==> src/verilog/asx_pkg.sv <==
// Shared constants and types for the asynchronous serial transceiver
package asx_pkg;

  localparam int QDEPTH = 16;
  localparam int TXW = 9;
  localparam int RXW = 10;

  localparam logic [4:0] Q_HALF = 5'h08;
  localparam logic [4:0] Q_FULL = 5'h10;
  localparam logic [4:0] Q_ONE = 5'h01;

  localparam logic [2:0] FMT_8D = 3'h1;
  localparam logic [2:0] FMT_7DP = 3'h3;
  localparam logic [2:0] FMT_9D = 3'h4;
  localparam logic [2:0] FMT_8DW = 3'h5;
  localparam logic [2:0] FMT_8DP = 3'h7;
  localparam int FMT_NINE_BIT = 2;

  localparam logic [1:0] STOP_HALF = 2'h0;
  localparam logic [1:0] STOP_ONE = 2'h1;
  localparam logic [1:0] STOP_ONEHALF = 2'h2;
  localparam logic [1:0] STOP_TWO = 2'h3;

  // Transmit timing in 16x ticks, counted from zero
  localparam logic [5:0] TX_BIT_LAST = 6'h0F;
  localparam logic [5:0] TX_STOP_HALF_LAST = 6'h07;
  localparam logic [5:0] TX_STOP_ONE_LAST = 6'h0F;
  localparam logic [5:0] TX_STOP_ONEHALF_LAST = 6'h17;
  localparam logic [5:0] TX_STOP_TWO_LAST = 6'h1F;
  localparam logic [3:0] LAST_BIT_8 = 4'h7;
  localparam logic [3:0] LAST_BIT_9 = 4'h8;

  // Receive sample numbers, counted from one
  localparam logic [4:0] RX_START_VOTE = 5'h03;
  localparam logic [4:0] RX_DATA_VOTE = 5'h09;
  localparam logic [4:0] RX_BIT_LAST = 5'h10;
  localparam logic [4:0] RX_STOP_HALF_VOTE = 5'h05;
  localparam logic [4:0] RX_STOP_ONE_VOTE = 5'h09;
  localparam logic [4:0] RX_STOP_ONEHALF_VOTE = 5'h11;
  localparam logic [4:0] RX_STOP_SECOND_VOTE = 5'h19;

  typedef struct packed {
    logic [2:0] frame_format_field;
    logic odd_check_select;
    logic [1:0] stop_bits_select;
    logic queue_mode_enable;
    logic internal_echo_select;
    logic receiver_on;
    logic baud_tick_gate;
    logic [15:0] baud_divisor;
  } asx_cfg_t;

  typedef struct packed {
    logic tx_queue_full;
    logic tx_queue_low;
    logic tx_shifter_idle;
    logic rx_queue_has_data;
    logic rx_queue_above_half;
    logic rx_overflow_flag;
    logic stop_bit_fault_flag;
    logic parity_fault_flag;
  } asx_stat_t;

endpackage

==> src/verilog/asx_queue.sv <==
// Sixteen-deep word queue with flush, overwrite of newest and error summary
`timescale 1ns/1ps
module asx_queue
  import asx_pkg::*;
#(
  parameter int W = 9
) (
  input wire logic mclk,
  input wire logic rst,
  input wire logic flush,
  input wire logic push,
  input wire logic ovw,
  input wire logic [W-1:0] din,
  input wire logic pop,
  output logic [W-1:0] dout,
  output logic [4:0] count,
  output logic [W-1:0] any_bits
);

  logic [W-1:0] mem [QDEPTH];
  logic [3:0] wp_reg;
  logic [3:0] rp_reg;
  logic [4:0] cnt_reg;
  logic do_push;
  logic do_pop;

  assign do_push = push && (cnt_reg != Q_FULL);
  assign do_pop = pop && (cnt_reg != 5'h00);
  assign dout = mem[rp_reg];
  assign count = cnt_reg;

  always_ff @(posedge mclk) begin
    if (do_push) begin
      mem[wp_reg] <= din;
    end else if (ovw) begin
      mem[4'(wp_reg - 4'h1)] <= din;
    end
  end

  always_ff @(posedge mclk or posedge rst) begin
    if (rst) begin
      wp_reg <= 4'h0;
      rp_reg <= 4'h0;
      cnt_reg <= 5'h00;
    end else if (flush) begin
      wp_reg <= 4'h0;
      rp_reg <= 4'h0;
      cnt_reg <= 5'h00;
    end else begin
      if (do_push) wp_reg <= 4'(wp_reg + 4'h1);
      if (do_pop) rp_reg <= 4'(rp_reg + 4'h1);
      cnt_reg <= 5'(cnt_reg + {4'h0, do_push} - {4'h0, do_pop});
    end
  end

  // Only entries between read pointer and count take part in the flags
  always_comb begin
    any_bits = '0;
    for (int i = 0; i < QDEPTH; i++) begin
      if (5'(4'(i - int'(rp_reg))) < cnt_reg) any_bits = any_bits | mem[i];
    end
  end

endmodule

==> src/verilog/asx_skid.sv <==
// Two-entry valid/ready buffer ahead of the receive read port
`timescale 1ns/1ps
module asx_skid #(
  parameter int W = 10
) (
  input wire logic mclk,
  input wire logic rst,
  input wire logic flush,
  input wire logic in_valid,
  output logic in_ready,
  input wire logic [W-1:0] din,
  output logic out_valid,
  input wire logic out_ready,
  output logic [W-1:0] dout,
  output logic [1:0] count,
  output logic [W-1:0] any_bits
);

  logic [W-1:0] s0_reg;
  logic [W-1:0] s1_reg;
  logic [1:0] cnt_reg;
  logic push;
  logic pop;

  assign in_ready = (cnt_reg != 2'h2);
  assign out_valid = (cnt_reg != 2'h0);
  assign push = in_valid && in_ready;
  assign pop = out_valid && out_ready;
  assign dout = s0_reg;
  assign count = cnt_reg;
  assign any_bits = (out_valid ? s0_reg : '0) | ((cnt_reg == 2'h2) ? s1_reg : '0);

  always_ff @(posedge mclk or posedge rst) begin
    if (rst) begin
      s0_reg <= '0;
      s1_reg <= '0;
      cnt_reg <= 2'h0;
    end else if (flush) begin
      cnt_reg <= 2'h0;
    end else begin
      if (pop) begin
        s0_reg <= (cnt_reg == 2'h2) ? s1_reg : din;
      end else if (push && cnt_reg == 2'h0) begin
        s0_reg <= din;
      end else if (push) begin
        s1_reg <= din;
      end
      cnt_reg <= 2'(cnt_reg + {1'b0, push} - {1'b0, pop});
    end
  end

endmodule

==> src/verilog/asx_transceiver.sv <==
// Asynchronous serial transceiver: baud ticks, transmit path, receive path
`timescale 1ns/1ps
module asx_transceiver
  import asx_pkg::*;
(
  input wire logic mclk,
  input wire logic rst,
  input wire asx_cfg_t cfg,
  input wire logic serial_in_pin,
  output logic serial_out_pin,
  input wire logic tx_write_valid,
  input wire logic [TXW-1:0] tx_write_data,
  input wire logic tx_queue_flush,
  input wire logic rx_queue_flush,
  output logic rx_read_valid,
  input wire logic rx_read_ready,
  output logic [RXW-1:0] rx_read_data,
  output asx_stat_t status
);

  typedef enum logic [3:0] {
    ASX_TX_IDLE = 4'b0001,
    ASX_TX_START = 4'b0010,
    ASX_TX_DATA = 4'b0100,
    ASX_TX_STOP = 4'b1000
  } asx_tx_state_t;

  typedef enum logic [3:0] {
    ASX_RX_IDLE = 4'b0001,
    ASX_RX_START = 4'b0010,
    ASX_RX_DATA = 4'b0100,
    ASX_RX_STOP = 4'b1000
  } asx_rx_state_t;

  // ==========================================================
  // Baud tick
  // ==========================================================
  logic [15:0] div_cnt_reg;
  logic [15:0] div_last;
  logic tick_reg;

  assign div_last = (cfg.baud_divisor == 16'h0000) ? 16'h0000 :
                    16'(cfg.baud_divisor - 16'h0001);

  always_ff @(posedge mclk or posedge rst) begin
    if (rst) begin
      div_cnt_reg <= 16'h0000;
      tick_reg <= 1'b0;
    end else if (!cfg.baud_tick_gate) begin
      tick_reg <= 1'b0;
    end else if (div_cnt_reg >= div_last) begin
      div_cnt_reg <= 16'h0000;
      tick_reg <= 1'b1;
    end else begin
      div_cnt_reg <= 16'(div_cnt_reg + 16'h0001);
      tick_reg <= 1'b0;
    end
  end

  // ==========================================================
  // Frame format decode
  // ==========================================================
  logic nine_bit;
  logic [3:0] last_bit;
  logic [5:0] tx_stop_last;
  logic [4:0] rx_stop_first;
  logic [4:0] rx_stop_last;

  assign nine_bit = cfg.frame_format_field[FMT_NINE_BIT];
  assign last_bit = nine_bit ? LAST_BIT_9 : LAST_BIT_8;

  always_comb begin
    tx_stop_last = TX_STOP_ONE_LAST;
    rx_stop_first = RX_STOP_ONE_VOTE;
    rx_stop_last = RX_STOP_ONE_VOTE;
    unique case (cfg.stop_bits_select)
      STOP_HALF: begin
        tx_stop_last = TX_STOP_HALF_LAST;
        rx_stop_first = RX_STOP_HALF_VOTE;
        rx_stop_last = RX_STOP_HALF_VOTE;
      end
      STOP_ONE: begin
        tx_stop_last = TX_STOP_ONE_LAST;
      end
      STOP_ONEHALF: begin
        tx_stop_last = TX_STOP_ONEHALF_LAST;
        rx_stop_first = RX_STOP_ONEHALF_VOTE;
        rx_stop_last = RX_STOP_ONEHALF_VOTE;
      end
      STOP_TWO: begin
        tx_stop_last = TX_STOP_TWO_LAST;
        rx_stop_last = RX_STOP_SECOND_VOTE;
      end
    endcase
  end

  function automatic logic par_bit(input logic [7:0] d, input logic [2:0] n, input logic odd);
    logic s;
    // Seven-bit format covers only bits 6:0; the parity slot is bit 7
    s = (n == FMT_7DP) ? ^d[6:0] : ^d;
    return s ^ odd;
  endfunction

  // ==========================================================
  // Transmit queue
  // ==========================================================
  logic [TXW-1:0] txq_head;
  logic [4:0] txq_count;
  logic txq_full;
  logic txq_pop;
  logic tx_push;
  logic tx_ovw;

  assign txq_full = cfg.queue_mode_enable ? (txq_count == Q_FULL) :
                                            (txq_count >= Q_ONE);
  assign tx_push = tx_write_valid && !txq_full;
  assign tx_ovw = tx_write_valid && txq_full && !cfg.queue_mode_enable;

  asx_queue #(.W(TXW)) u_txq (
    .mclk(mclk),
    .rst(rst),
    .flush(tx_queue_flush),
    .push(tx_push),
    .ovw(tx_ovw),
    .din(tx_write_data),
    .pop(txq_pop),
    .dout(txq_head),
    .count(txq_count),
    .any_bits()
  );

  // ==========================================================
  // Transmit shifter and sequencer
  // ==========================================================
  asx_tx_state_t tx_state_reg;
  logic [5:0] tx_cnt_reg;
  logic [3:0] tx_bit_reg;
  logic [TXW-1:0] tx_sh_reg;
  logic tx_sh_full_reg;
  logic tx_bit_end;
  logic tx_enter_stop;
  logic tx_idle_load;
  logic [TXW-1:0] tx_frame;
  logic txd_reg;

  assign tx_bit_end = tick_reg && (tx_cnt_reg == TX_BIT_LAST);
  assign tx_enter_stop = tx_bit_end && (tx_state_reg == ASX_TX_DATA) &&
                         (tx_bit_reg == last_bit);
  assign tx_idle_load = !tx_sh_full_reg && (txq_count != 5'h00) &&
                        (tx_state_reg == ASX_TX_IDLE || tx_state_reg == ASX_TX_STOP);
  assign txq_pop = (tx_enter_stop || tx_idle_load) && (txq_count != 5'h00);

  // Parity replaces the top data bit of the frame
  always_comb begin
    tx_frame = txq_head;
    if (cfg.frame_format_field == FMT_7DP) begin
      tx_frame = {1'b0, par_bit(txq_head[7:0], FMT_7DP, cfg.odd_check_select),
                  txq_head[6:0]};
    end else if (cfg.frame_format_field == FMT_8DP) begin
      tx_frame = {par_bit(txq_head[7:0], FMT_8DP, cfg.odd_check_select),
                  txq_head[7:0]};
    end
  end

  always_ff @(posedge mclk or posedge rst) begin
    if (rst) begin
      tx_sh_reg <= '0;
      tx_sh_full_reg <= 1'b0;
    end else if (tx_enter_stop && txq_count != 5'h00) begin
      tx_sh_reg <= tx_frame;
    end else if (tx_enter_stop) begin
      tx_sh_full_reg <= 1'b0;
    end else if (tx_idle_load) begin
      tx_sh_reg <= tx_frame;
      tx_sh_full_reg <= 1'b1;
    end else if (tx_bit_end && tx_state_reg == ASX_TX_DATA) begin
      tx_sh_reg <= tx_sh_reg >> 1;
    end
  end

  always_ff @(posedge mclk or posedge rst) begin
    if (rst) begin
      tx_state_reg <= ASX_TX_IDLE;
      tx_cnt_reg <= 6'h00;
      tx_bit_reg <= 4'h0;
    end else if (tick_reg) begin
      unique case (tx_state_reg)
        ASX_TX_IDLE: begin
          if (tx_sh_full_reg) begin
            tx_state_reg <= ASX_TX_START;
            tx_cnt_reg <= 6'h00;
          end
        end
        ASX_TX_START: begin
          if (tx_bit_end) begin
            tx_state_reg <= ASX_TX_DATA;
            tx_cnt_reg <= 6'h00;
            tx_bit_reg <= 4'h0;
          end else begin
            tx_cnt_reg <= 6'(tx_cnt_reg + 6'h01);
          end
        end
        ASX_TX_DATA: begin
          if (tx_enter_stop) begin
            tx_state_reg <= ASX_TX_STOP;
            tx_cnt_reg <= 6'h00;
          end else if (tx_bit_end) begin
            tx_bit_reg <= 4'(tx_bit_reg + 4'h1);
            tx_cnt_reg <= 6'h00;
          end else begin
            tx_cnt_reg <= 6'(tx_cnt_reg + 6'h01);
          end
        end
        ASX_TX_STOP: begin
          if (tx_cnt_reg >= tx_stop_last) begin
            // Back-to-back: next start bit follows the stop period directly
            tx_state_reg <= tx_sh_full_reg ? ASX_TX_START : ASX_TX_IDLE;
            tx_cnt_reg <= 6'h00;
          end else begin
            tx_cnt_reg <= 6'(tx_cnt_reg + 6'h01);
          end
        end
      endcase
    end
  end

  always_ff @(posedge mclk or posedge rst) begin
    if (rst) begin
      txd_reg <= 1'b1;
    end else begin
      txd_reg <= (tx_state_reg == ASX_TX_START) ? 1'b0 :
                 (tx_state_reg == ASX_TX_DATA) ? tx_sh_reg[0] : 1'b1;
    end
  end

  assign serial_out_pin = txd_reg;

  // ==========================================================
  // Receive input path
  // ==========================================================
  logic rx_s1_reg;
  logic rx_s2_reg;
  logic rx_line;
  logic rx_prev_reg;
  logic [1:0] vote_reg;
  logic maj;

  always_ff @(posedge mclk or posedge rst) begin
    if (rst) begin
      rx_s1_reg <= 1'b1;
      rx_s2_reg <= 1'b1;
    end else begin
      rx_s1_reg <= serial_in_pin;
      rx_s2_reg <= rx_s1_reg;
    end
  end

  assign rx_line = cfg.internal_echo_select ? txd_reg : rx_s2_reg;
  assign maj = (vote_reg[1] & vote_reg[0]) | (vote_reg[1] & rx_line) |
               (vote_reg[0] & rx_line);

  // Two previous samples plus the current one feed the vote
  always_ff @(posedge mclk or posedge rst) begin
    if (rst) begin
      rx_prev_reg <= 1'b1;
      vote_reg <= 2'h3;
    end else if (tick_reg) begin
      rx_prev_reg <= rx_line;
      vote_reg <= {vote_reg[0], rx_line};
    end
  end

  // ==========================================================
  // Receive sequencer
  // ==========================================================
  asx_rx_state_t rx_state_reg;
  logic [4:0] samp_reg;
  logic [4:0] samp_n;
  logic [3:0] rx_bit_reg;
  logic [8:0] rx_sh_reg;
  logic ferr_reg;
  logic rx_done;
  logic ferr_final;

  assign samp_n = 5'(samp_reg + 5'h01);
  assign rx_done = tick_reg && (rx_state_reg == ASX_RX_STOP) && (samp_n == rx_stop_last);
  assign ferr_final = ferr_reg | !maj;

  always_ff @(posedge mclk or posedge rst) begin
    if (rst) begin
      rx_state_reg <= ASX_RX_IDLE;
      samp_reg <= 5'h00;
      rx_bit_reg <= 4'h0;
      rx_sh_reg <= '0;
      ferr_reg <= 1'b0;
    end else if (tick_reg) begin
      unique case (rx_state_reg)
        ASX_RX_IDLE: begin
          // Receiver enable gates only new starts; a running frame completes
          if (cfg.receiver_on && rx_prev_reg && !rx_line) begin
            rx_state_reg <= ASX_RX_START;
            samp_reg <= 5'h01;
            rx_sh_reg <= '0;
            ferr_reg <= 1'b0;
          end
        end
        ASX_RX_START: begin
          samp_reg <= samp_n;
          if (samp_n == RX_START_VOTE && maj) begin
            rx_state_reg <= ASX_RX_IDLE;
          end else if (samp_n == RX_BIT_LAST) begin
            rx_state_reg <= ASX_RX_DATA;
            samp_reg <= 5'h00;
            rx_bit_reg <= 4'h0;
          end
        end
        ASX_RX_DATA: begin
          samp_reg <= samp_n;
          if (samp_n == RX_DATA_VOTE) begin
            rx_sh_reg[rx_bit_reg] <= maj;
          end
          if (samp_n == RX_BIT_LAST) begin
            samp_reg <= 5'h00;
            rx_bit_reg <= 4'(rx_bit_reg + 4'h1);
            if (rx_bit_reg == last_bit) rx_state_reg <= ASX_RX_STOP;
          end
        end
        ASX_RX_STOP: begin
          samp_reg <= samp_n;
          if (samp_n == rx_stop_first && !maj) ferr_reg <= 1'b1;
          if (rx_done) rx_state_reg <= ASX_RX_IDLE;
        end
      endcase
    end
  end

  // ==========================================================
  // Receive word build and queueing
  // ==========================================================
  logic [RXW-1:0] rx_word;
  logic rx_accept;
  logic rx_full;
  logic rx_push;
  logic [4:0] rxq_count;
  logic [1:0] skid_count;
  logic [4:0] rx_total;
  logic [RXW-1:0] rxq_head;
  logic [RXW-1:0] rxq_any;
  logic [RXW-1:0] skid_any;
  logic [RXW-1:0] rx_any;
  logic rxq_pop;
  logic skid_ready;
  logic rx_read;
  logic ovf_reg;

  // Parity slot carries the error indication, not the received bit
  always_comb begin
    rx_word = {ferr_final, rx_sh_reg};
    if (cfg.frame_format_field == FMT_7DP) begin
      rx_word[7] = rx_sh_reg[7] ^ par_bit(rx_sh_reg[7:0], FMT_7DP, cfg.odd_check_select);
    end else if (cfg.frame_format_field == FMT_8DP) begin
      rx_word[8] = rx_sh_reg[8] ^ par_bit(rx_sh_reg[7:0], FMT_8DP, cfg.odd_check_select);
    end
  end

  assign rx_accept = (cfg.frame_format_field != FMT_8DW) || rx_sh_reg[8];
  assign rx_total = 5'(rxq_count + {3'h0, skid_count});
  assign rx_full = cfg.queue_mode_enable ? (rx_total >= Q_FULL) : (rx_total >= Q_ONE);
  assign rx_push = rx_done && rx_accept && !rx_full;
  assign rxq_pop = skid_ready && (rxq_count != 5'h00);
  assign rx_read = rx_read_valid && rx_read_ready;

  asx_queue #(.W(RXW)) u_rxq (
    .mclk(mclk),
    .rst(rst),
    .flush(rx_queue_flush),
    .push(rx_push),
    .ovw(1'b0),
    .din(rx_word),
    .pop(rxq_pop),
    .dout(rxq_head),
    .count(rxq_count),
    .any_bits(rxq_any)
  );

  // Oldest words wait here; they count toward the queue limit, so a stalled reader can still overflow
  asx_skid #(.W(RXW)) u_skid (
    .mclk(mclk),
    .rst(rst),
    .flush(rx_queue_flush),
    .in_valid(rxq_count != 5'h00),
    .in_ready(skid_ready),
    .din(rxq_head),
    .out_valid(rx_read_valid),
    .out_ready(rx_read_ready),
    .dout(rx_read_data),
    .count(skid_count),
    .any_bits(skid_any)
  );

  // Overflowing word is dropped; a set in the read cycle wins
  always_ff @(posedge mclk or posedge rst) begin
    if (rst) begin
      ovf_reg <= 1'b0;
    end else if (rx_done && rx_accept && rx_full) begin
      ovf_reg <= 1'b1;
    end else if (rx_read) begin
      ovf_reg <= 1'b0;
    end
  end

  // ==========================================================
  // Status
  // ==========================================================
  assign rx_any = rxq_any | skid_any;

  always_comb begin
    status.tx_queue_full = txq_full;
    status.tx_queue_low = cfg.queue_mode_enable ? (txq_count <= Q_HALF) :
                                                  (txq_count == 5'h00);
    status.tx_shifter_idle = !tx_sh_full_reg;
    status.rx_queue_has_data = (rx_total != 5'h00);
    status.rx_queue_above_half = (rx_total > Q_HALF);
    status.rx_overflow_flag = ovf_reg;
    status.stop_bit_fault_flag = rx_any[9];
    status.parity_fault_flag = (cfg.frame_format_field == FMT_8DP) ? rx_any[8] :
                               (cfg.frame_format_field == FMT_7DP) ? rx_any[7] : 1'b0;
  end

endmodule
==> config.mk <==
export PLATFORM = sky130hd
export DESIGN_NAME = asx_transceiver
export DESIGN_NICKNAME = d
export VERILOG_FILES = /design/src/verilog/asx_pkg.sv /design/src/verilog/asx_queue.sv /design/src/verilog/asx_skid.sv /design/src/verilog/asx_transceiver.sv
export SDC_FILE = /design/constraint.sdc
export NUM_CORES = 1
export LEC_CHECK = 0
export BUFFER_PORTS_ARGS = -buffer_cell sky130_fd_sc_hd__buf_2
export CAP_MARGIN = 5
export CORE_ASPECT_RATIO = 1.25
export CORE_UTILIZATION = 33
export DETAILED_ROUTE_END_ITERATION = 6
export HOLD_SLACK_MARGIN = 0.03
export SLEW_MARGIN = 20
export SYNTH_ARGS = -nofsm -noshare
export SYNTH_HDL_FRONTEND = slang
export SYNTH_SLANG_ARGS = --single-unit
export TNS_END_PERCENT = 10
==> constraint.sdc <==
create_clock -name mclk -period 4.19 [get_ports mclk]
set_clock_uncertainty 0.15 [all_clocks]
set_input_delay 0.6285 -clock mclk [delete_from_list [all_inputs] [get_ports mclk]]
set_output_delay 0.6285 -clock mclk [all_outputs]
set_load 0.01 [all_outputs]
==> flow_summary.yaml, run 1 <==
clocking:
  numCtsBuffers: 46
  clk_latency_ns: 0.59
  clk_pin_slew_ns: 0.06
  cts_tree: "built"
  ctsLongestPathBuffers: 3
  cts_root_buffer: "clkbuf_16"
  clock_sinks: 422
  ctsHtreeMaxLevel: 2
yosys:
  synth-edff-count: 304
  seq_area_frac_synth_pct: 58.1
  synth_ff_type: "edfxtp_1"
  synthArstFlopShare_pct: 28.0
  syn_nets: 1710
  synthCells: 1558
  yosys_warnings: 0
  netlist_top_cells_count: "edfxtp_1 (304), dfrtp_1 (111), ha_1 (107), nor2_1 (105), nand2_1 (96)"
  synth_top_area_share_pct: 43.9
  netlist_area_um2: 20800
  ys_top_cells_by_area: "edfxtp_1 (44%), dfrtp_1 (13%), mux4_2 (7.7%)"
  ys_seq_elements: 422
  synth_cell_types: 78
  synth.largest_area_cell: "edfxtp_1"
  synth_most_common_cell: "edfxtp_1"
  syn_avg_cell_area_um2: 13.3
drt:
  dr.pass1.iters: 5
  drc: 0
  antenna_left: 0
  wl_per_cell_um: 18.5
  vias: 13100
  wirelength_mm: 47.7
  drt_first_iter_violations: 849
  vias_per_cell: 5.09
power:
  power.density_nw_per_um2: 541
  ir_worst_vdd_mv: 0.263
  p_total_mw: 13.2
  p_leak_nw: 9.27
job:
  cap_viol_max_count: 0
floorplan:
  start_util_pct: 33.5
  die_x_um: 227
  die_area_um2: 64000
  core_area_um2: 62200
  fp-row-count: 102
  io_pins: 62
  die_h_um: 283
global_routing:
  grt.overflow.total: 0
  grt_pass1_vias: 13500
  grt_pass1_wl_mm: 74.7
  grt_max_degree: 83
  antenna_found_initial: 1
  grt_use_total_pct: 15.1
place:
  dp_hpwl_mm: 33.8
  dp_cells: 2470
  gp_congestion: 0.906
  io_buffers: 61
cells_and_area:
  stdcell_count: 2572
  antenna_cells: 0
  final.fill_count: 5785
  largest_reg_flops: 160
  drive_above_1_share_pct: 21.4
  final_nets: 1855
  area_growth_pct: 17.3
sta:
  maxSlewViolCount: 0
  hold_viol_final: 0
  rsz0062_at_grt: "yes"
  worst_slew_pin_slew_ns: 1.12
  setup_tns_ns: -0.0736
  fmaxAchievable_mhz: 235
  setup_viol: 2
  fin_crit_ns: 4.26
  period_share_pct: 102
  fin_ws_ns: -0.0682
  slew_headroom_pct: 24.9
worst_setup_path:
  rrSetupSlack_ns: 0.53
  crit_start: "u_rxq.rp_reg[2]"
  path_class: "reg2out"
  worstSetupStartpointType: "flop"
  cp-end-kind: "primary output"
  critPathMaxFanout: 5
  critPathArrivalTime_ns: 3.48
  crit_required_ns: 3.41
  r2r-start: "u_rxq.count[3]"
hold_path:
  hold_path_class: "in2async"
outcome:
  violations: "negative setup slack"
  outcome: "complete, but fails checks"
-- worst max-delay path: stages (launching register included) --
cell and delay (ns):
dfrtp_2 0.45, inv_2 0.08, buf_6 0.12, ha_4 0.14, a21oi_2 0.17, xnor2_2 0.15, ha_2 0.22, nand2b_4 0.14
nor3_2 0.04, nor4_2 0.32, nand3_1 0.16, nor4_4 0.28, nand3_1 0.13, a221oi_2 0.22, a21oi_2 0.11, buf_2 0.16
-- cell type report --
| class | instances | area (um^2) | area share, % |
|---|---|---|---|
| sequential | 422 | 12100 | 49.6 |
| multi-input combinational | 1012 | 8470 | 34.7 |
| timing repair buffer | 146 | 988 | 4.05 |
| tap | 832 | 1040 | 4.27 |
| inverter | 75 | 298 | 1.22 |
| clock buffer | 54 | 1180 | 4.84 |
| clock inverter | 31 | 314 | 1.29 |
-- cells by family after synthesis --
logic type / after synthesis / share of synthesized area, %
flops: 422 / 58.1
simple gates: 385 / 9.11
compound gates: 306 / 9.40
mux: 140 / 11.1
buf+inv: 124 / 2.46
fa+ha+maj: 111 / 6.77
xor+xnor: 70 / 2.98
-- repair_timing --
action | in CTS | in global routing
hold buffers | 1 | 0
resized for setup | 57 | 1
buffers inserted | 15 | 1
endpoints found under the setup margin | 2 | 2
cloned | 0 | 0
endpoints found under the hold margin | 1 | 0
pin swaps | 29 | 5
-- cell usage in the layout (no fill, tap or decap), types with 7 or more instances in the layout --
cell / netlist / routed
buf_2: 7 / 61
nand3_1: 31 / 31
clkinv_2: 0 / 10
and3_1: 10 / 10
o31ai_1: 8 / 8
dfrtp_1: 111 / 107
mux4_2: 71 / 71
a31oi_1: 9 / 9
clkbuf_1: 30 / 8
clkbuf_16: 0 / 46
a21oi_2: 1 / 8
inv_1: 74 / 69
nand2_1: 96 / 95
xnor2_1: 37 / 34
or3_1: 8 / 7
mux2i_1: 49 / 49
nor2_1: 105 / 104
a21oi_1: 76 / 68
clkinv_1: 1 / 7
a22o_1: 9 / 9
clkinvlp_4: 0 / 7
ha_1: 107 / 100
a22oi_1: 17 / 17
a221oi_1: 10 / 8
mux2_2: 20 / 20
nor3_1: 25 / 23
nand4_1: 15 / 15
and2_1: 23 / 22
edfxtp_1: 304 / 304
buf_4: 6 / 76
a21o_1: 33 / 33
dfstp_2: 7 / 7
xor2_1: 32 / 30
o21a_1: 7 / 7
nand2b_1: 18 / 17
nor2b_1: 19 / 19
o21ai_0: 88 / 87
-- final timing paths --
path | to | cells after the start
min reg2reg | rx_s2_reg | 0
max in group asynchronous | tx_state_reg[0] | 3
max reg2reg | u_rxq.count[4] | 12
max | status[0] | 15
min | tx_sh_reg[5] | 2
min in group mclk | rx_s2_reg | 0
-- layer usage --
metal	routed length [um]	up-vias	part of all wire [%]	GRT usage [%]
met5	10	-	0.021	0
met4	1620	2	3.4	5.77
met3	1560	98	3.3	2.10
met2	25400	240	53	28.4
met1	19000	6545	40	17.1
li1	-	6199	-	-
-- power by group --
| part | switching, mW | total, mW | internal (mW) |
|---|---|---|---|
| Combinational | 2.32 | 4.14 | 1.82 |
| Clock | 1.71 | 4.00 | 2.29 |
| Sequential | 0.239 | 5.04 | 4.81 |
| Total | 4.26 | 13.2 | 8.92 |
-- per-stage QoR --
step | hold slack, ns | worst slack (ns) | utilization (%) | cell area [um^2]
4_1_cts | 0.0795 | -0.0189 | 39.2 | 24400
3_5_place_dp | 0.197 | -0.311 | 36.2 | 22500
6_report | 0.0531 | -0.0682 | 39.2 | 24400
3_3_place_gp | 0.196 | -0.147 | 36.2 | 22500
2_1_floorplan | 0.195 | 0.0438 | - | 20800
5_1_grt | 0.111 | -0.241 | 39.2 | 24400
No activity file was read; power rests on OpenSTA's default activity.
==> run 2: changes to the inputs <==
- CELL_PAD_IN_SITES_DETAIL_PLACEMENT: unset -> 1
- CELL_PAD_IN_SITES_GLOBAL_PLACEMENT: unset -> 1
- PLACE_DENSITY_LB_ADDON: unset -> 0.1
==> run 2 against run 1 <==
Setup slack improved by 0.13 ns. Via count grew 0.54%. The run now ends clean. Die area unchanged. Cell area up 1.0%. Critical path depth unchanged. Clock-buffer cell count rose by 5.
==> flow_summary.yaml, run 2 (synthesis results as in run 1) <==
worst_setup_path:
  path_class: "reg2out"
  cp_slowest_cell: "dfrtp_2"
  crit_chain: "buf_6 -> ha_4 -> xor2_2 -> buf_4 -> ha_4 -> nand2b_4 -> o32a_1 -> nor2_1 -> a211o_1 -> nor4_2 -> nand4_1 -> a221oi_2 -> a21o_1 -> a21oi_2 -> buf_2"
  crit_required_ns: 3.41
  critPathMaxFanout: 5
  critPathArrivalTime_ns: 3.35
  critPathMaxStageDelay_ns: 0.42
  path_buf_inv: 3
  cp-end-kind: "primary output"
  crit_family: "compound AO/OA/AOI/OAI gates"
  worstSetupStartpointType: "flop"
  path_common_cell: "ha_4"
floorplan:
  die_h_um: 283
  core_area_um2: 62200
  die_x_um: 227
  start_util_pct: 33.5
  fp-row-count: 102
  io_pins: 62
  die_area_um2: 64000
cells_and_area:
  seqCellArea_um2: 12100
  final.fill_count: 6468
  area_growth_pct: 18.4
  multi_input_area_um2: 8590
  fin_util_pct: 39.6
  largest_reg_flops: 160
  final_cell_mix: "edfxtp_1 (304), dfrtp_1 (106), nor2_1 (105)"
  final_nets: 1867
  final_common_cell: "edfxtp_1"
  drive_above_1_share_pct: 22.7
drt:
  vias_per_cell: 5.09
  drc: 0
  vias: 13200
  wirelength_mm: 55.5
  antenna_left: 0
  wl_per_cell_um: 21.5
  dr.pass1.iters: 5
  drt_first_iter_violations: 676
power:
  power.density_nw_per_um2: 545
  p_switching_mw: 4.43
  p_leak_nw: 9.34
  switching_share_pct: 33.0
  pwr-share-seq_pct: 37.5
  pwr-share-comb_pct: 32.6
  power.share.clock_pct: 29.8
  ir_worst_vdd_mv: 0.324
  p_int_mw: 8.99
  p_total_mw: 13.4
sta:
  maxSlewViolCount: 0
  setup_viol: 0
  fin_ws_ns: 0.0588
  setup_tns_ns: 0
  fin_crit_ns: 4.13
  worst_slew_pin_slew_ns: 0.950
  fmaxAchievable_mhz: 242
  slew_headroom_pct: 36.4
  rsz0062_at_grt: "yes"
  hold_viol_final: 0
  period_share_pct: 98.6
clocking:
  clk_latency_ns: 0.59
  ctsLongestPathBuffers: 3
  clk_pin_slew_ns: 0.05
  clock_sinks: 422
  cts_root_buffer: "clkbuf_16"
  ctsHtreeMaxLevel: 2
  numCtsBuffers: 46
  cts_tree: "built"
hold_path:
  hold_path_class: "reg2reg"
global_routing:
  grt_use_total_pct: 17.9
  grt_max_degree: 71
  antenna_found_initial: 2
  grt_pass1_vias: 14500
  grt_pass1_wl_mm: 86.5
  grt.overflow.total: 0
place:
  preCtsSetupSlack_ns: -0.274
  io_buffers: 61
  gp_congestion: 0.819
  dp_hpwl_mm: 39.6
outcome:
  outcome: "finished, final reports clean"
job:
  cap_viol_max_count: 0
-- run 2: cell count changes in the layout (fill, tap and decap cells not counted), moves of 3 or more --
cell,delta
buf_4,+12
ha_4,+7
ha_1,-6
inv_1,-6
inv_2,+5
a21oi_2,-4
buf_12,+3
buf_6,-3
clkbuf_8,+3
nand2b_1,-3
nand2b_4,+3
-- run 2: worst paths after layout --
kind | startpoint | endpoint | slack [ns] | depth (start not counted)
min in group asynchronous | rst | div_cnt_reg[14] | 0.55 | 3
setup / recovery | u_rxq.rp_reg[1] | status[0] | 0.06 | 15
max in group asynchronous | rst | serial_out_pin | 2.51 | 4
hold / removal | rx_s1_reg | rx_s2_reg | 0.20 | 0
setup reg to reg | u_rxq.count[0] | u_rxq.count[4] | 0.37 | 13
hold reg to reg | rx_s1_reg | rx_s2_reg | 0.20 | 0
-- run 2: cell type report --
| class | instances | share of cell area (%) |
|---|---|---|
| Clock buffer | 59 | 5.17 |
| Tap cell | 832 | 4.23 |
| Antenna cell | 2 | 0.0203 |
| Inverter | 75 | 1.24 |
| Sequential cell | 422 | 49.1 |
| Clock inverter | 24 | 0.889 |
| Multi-Input combinational cell | 1012 | 34.9 |
| Timing Repair Buffer | 158 | 4.47 |
-- run 2: power by group through the flow --
stage / Sequential [mW] / Combinational, mW / Clock, mW
CTS: 5.04 / 4.41 / 4.14
finish: 5.04 / 4.38 / 4.00
global placement: 5.11 / 3.95 / 0
floorplan: 5.06 / 2.73 / 0
detailed placement: 5.12 / 4.00 / 0
global route: 5.08 / 4.85 / 4.27
-- run 2: stage by stage --
| stage | instance area, um^2 | hold slack, ns | cells |
|---|---|---|---|
| 6_report | 24600 | 0.204 | 2584 |
| 5_1_grt | 24600 | 0.201 | 2584 |
| 4_1_cts | 24600 | 0.169 | 2580 |
| 3_5_place_dp | 22600 | 0.198 | 2479 |
| 3_3_place_gp | 22600 | 0.195 | 2479 |
| 2_1_floorplan | 20800 | 0.195 | 1558 |
-- run 2: worst reg2reg max path: stages (launching register included) --
cell and delay, ns:
dfrtp_1 0.46, ha_1 0.26, fa_1 0.41, xor2_1 0.17
nor3_1 0.08, nand3_1 0.10, a21boi_0 0.53, nor3_4 0.19
ha_1 0.26, fa_1 0.41, a21oi_1 0.16, nor2_1 0.07
or3_1 0.34, a21oi_1 0.15
-- run 2: routing by layer --
layer  GRT usage (%)  part of all wire [%]  wire length, um  vias up
li1                -                     -                -     6214
met5               0                     0                0        -
met1            20.8                    41            22600     6747
met2            34.2                    55            30500      135
met4            4.66                   1.8              993        0
met3            2.26                   2.4             1320       59
-- run 2: timing repair --
item,CTS,global route
hold buffers,2,0
endpoints found under the hold margin,3,0
pin swaps,34,4
endpoints found under the setup margin,2,2
gates resized for setup,78,1
buffers inserted,18,2
==> run 3: changes to the inputs <==
- CORE_UTILIZATION: 33 -> 47
==> run 3 against run 2 <==
Routed wire length decreased by 5.1%. Critical endpoint unchanged. Register-to-register slack improved by 0.12 ns. Clock-buffer cell count decreased by 2. Critical path depth increased by 1.
==> flow_summary.yaml, run 3 (synthesis results as in run 1) <==
outcome:
  outcome: "finished, final reports clean"
worst_setup_path:
  path_class: "reg2out"
  endpoint: "status[0]"
  cp-end-kind: "primary output"
  worst-r2r-cell-count: 12
  crit_required_ns: 3.41
  critPathMaxFanout: 5
  crit_start: "u_rxq.rp_reg[2]"
  rrSetupSlack_ns: 0.49
  r2r-end: "u_rxq.mem[4][5]"
  critPathArrivalTime_ns: 3.41
  r2r-start: "u_rxq.count[0]"
  worstSetupStartpointType: "flop"
floorplan:
  die_x_um: 190
  start_util_pct: 47.9
  fp-row-count: 85
  die_area_um2: 45100
  die_h_um: 237
  core_area_um2: 43400
  io_pins: 62
sta:
  fin_crit_ns: 4.19
  setup_viol: 0
  fmaxAchievable_mhz: 239
  setup_tns_ns: 0
  worst_slew_pin_slew_ns: 0.901
  hold_viol_final: 0
  fin_ws_ns: 0.000742
  rsz0062_at_grt: "yes"
  period_share_pct: 100
  maxSlewViolCount: 0
  slew_headroom_pct: 39.7
drt:
  vias_per_cell: 5.79
  drc: 0
  wl_per_cell_um: 22.7
  dr.pass1.iters: 5
  antenna_left: 0
  wirelength_mm: 52.7
  vias: 13400
  drt_first_iter_violations: 724
power:
  p_leak_nw: 9.34
  power.density_nw_per_um2: 550
  ir_worst_vdd_mv: 0.424
global_routing:
  antenna_found_initial: 0
  grt_use_total_pct: 23.7
  grt_pass1_vias: 14300
  grt.overflow.total: 0
  grt_max_degree: 84
  grt_pass1_wl_mm: 81.5
place:
  gp_congestion: 0.916
  dp_hpwl_mm: 37.2
  dp_cells: 2207
  preCtsSetupSlack_ns: -0.250
  io_buffers: 61
cells_and_area:
  final_nets: 1871
  antenna_cells: 0
  stdcell_count: 2319
  drive_above_1_share_pct: 23.1
  final_cell_mix: "edfxtp_1 (304), dfrtp_1 (106), nor2_1 (104)"
  final_common_cell: "edfxtp_1"
  area_growth_pct: 16.9
  fin_util_pct: 56.0
  largest_reg_flops: 160
clocking:
  clock_sinks: 422
  clk_latency_ns: 0.58
  clk_pin_slew_ns: 0.06
  numCtsBuffers: 44
  ctsHtreeMaxLevel: 2
  ctsLongestPathBuffers: 3
  cts_root_buffer: "clkbuf_16"
  cts_tree: "built"
job:
  cap_viol_max_count: 0
hold_path:
  hold_path_class: "in2async"
==> run 3: cell count changes in the layout (fill, tap and decap cells not counted), moves of 3 or more <==
cell / change
buf_4: +3
bufinv_16: +3
clkbuf_16: -4
clkinv_1: -4
ha_2: +3
==> run 3: layout make-up <==
type	count	area (um^2)
Clock buffer	57	1180
Clock inverter	24	304
Fill cell	4314	19100
Inverter	75	299
Multi-Input combinational cell	1012	8560
Sequential cell	422	12100
Tap cell	565	707
Timing Repair Buffer	163	1160
Timing Repair inverter	1	5.00
==> run 3: through the flow <==
step	total power, mW	hold WS [ns]	instance area, um^2
after floorplan	7.79	0.195	20800
after global placement	8.84	0.195	22200
after detailed placement	8.98	0.197	22200
after CTS	13.2	0.0681	23900
after global routing	14.0	0.103	24300
final	13.4	0.0371	24300
==> run 3: worst min-delay path by stage <==
stage / from / end
detailed placement: rx_s1_reg / rx_s2_reg
CTS: rst / div_cnt_reg[4]
floorplan: rx_s1_reg / rx_s2_reg
global route: rst / div_cnt_reg[1]
global placement: rx_s1_reg / rx_s2_reg
finish: rst / div_cnt_reg[4]
==> run 3: worst max-delay path, cell delays in order (launching register included) <==
cell	delay [ns]
dfrtp_1	0.38
buf_6	0.16
ha_4	0.15
inv_2	0.04
o21ai_2	0.19
xnor2_2	0.15
inv_2	0.09
ha_4	0.27
nor3_2	0.04
a311oi_1	0.26
nand3_1	0.12
nor4_2	0.28
nand4_1	0.13
a221oi_2	0.18
a21o_1	0.17
a21oi_2	0.05
buf_2	0.16
==> run 3: where the power goes <==
part,leakage [nW],switching [mW],internal [mW],total (mW)
Combinational,4.28,2.42,1.90,4.32
Clock,0.708,1.68,2.32,4.01
Sequential,4.35,0.238,4.81,5.05
Total,9.34,4.35,9.03,13.4
==> run 3: routing by layer <==
metal	track usage (%)	part of all wire [%]	wire length (um)
met1	28.2	41	21300
met2	44.1	54	28300
met3	3.07	3.1	1620
met4	7.27	2.7	1450
met5	0	0	0
==> run 3: repair_timing <==
| item | 4_1_cts | 5_1_grt |
|---|---|---|
| endpoints found under the hold margin | 1 | 0 |
| gates cloned | 0 | 1 |
| hold buffers | 1 | 0 |
| endpoints found under the setup margin | 2 | 2 |
| setup buffers | 9 | 20 |
| pin swaps | 18 | 26 |
| gates resized for setup | 32 | 45 |
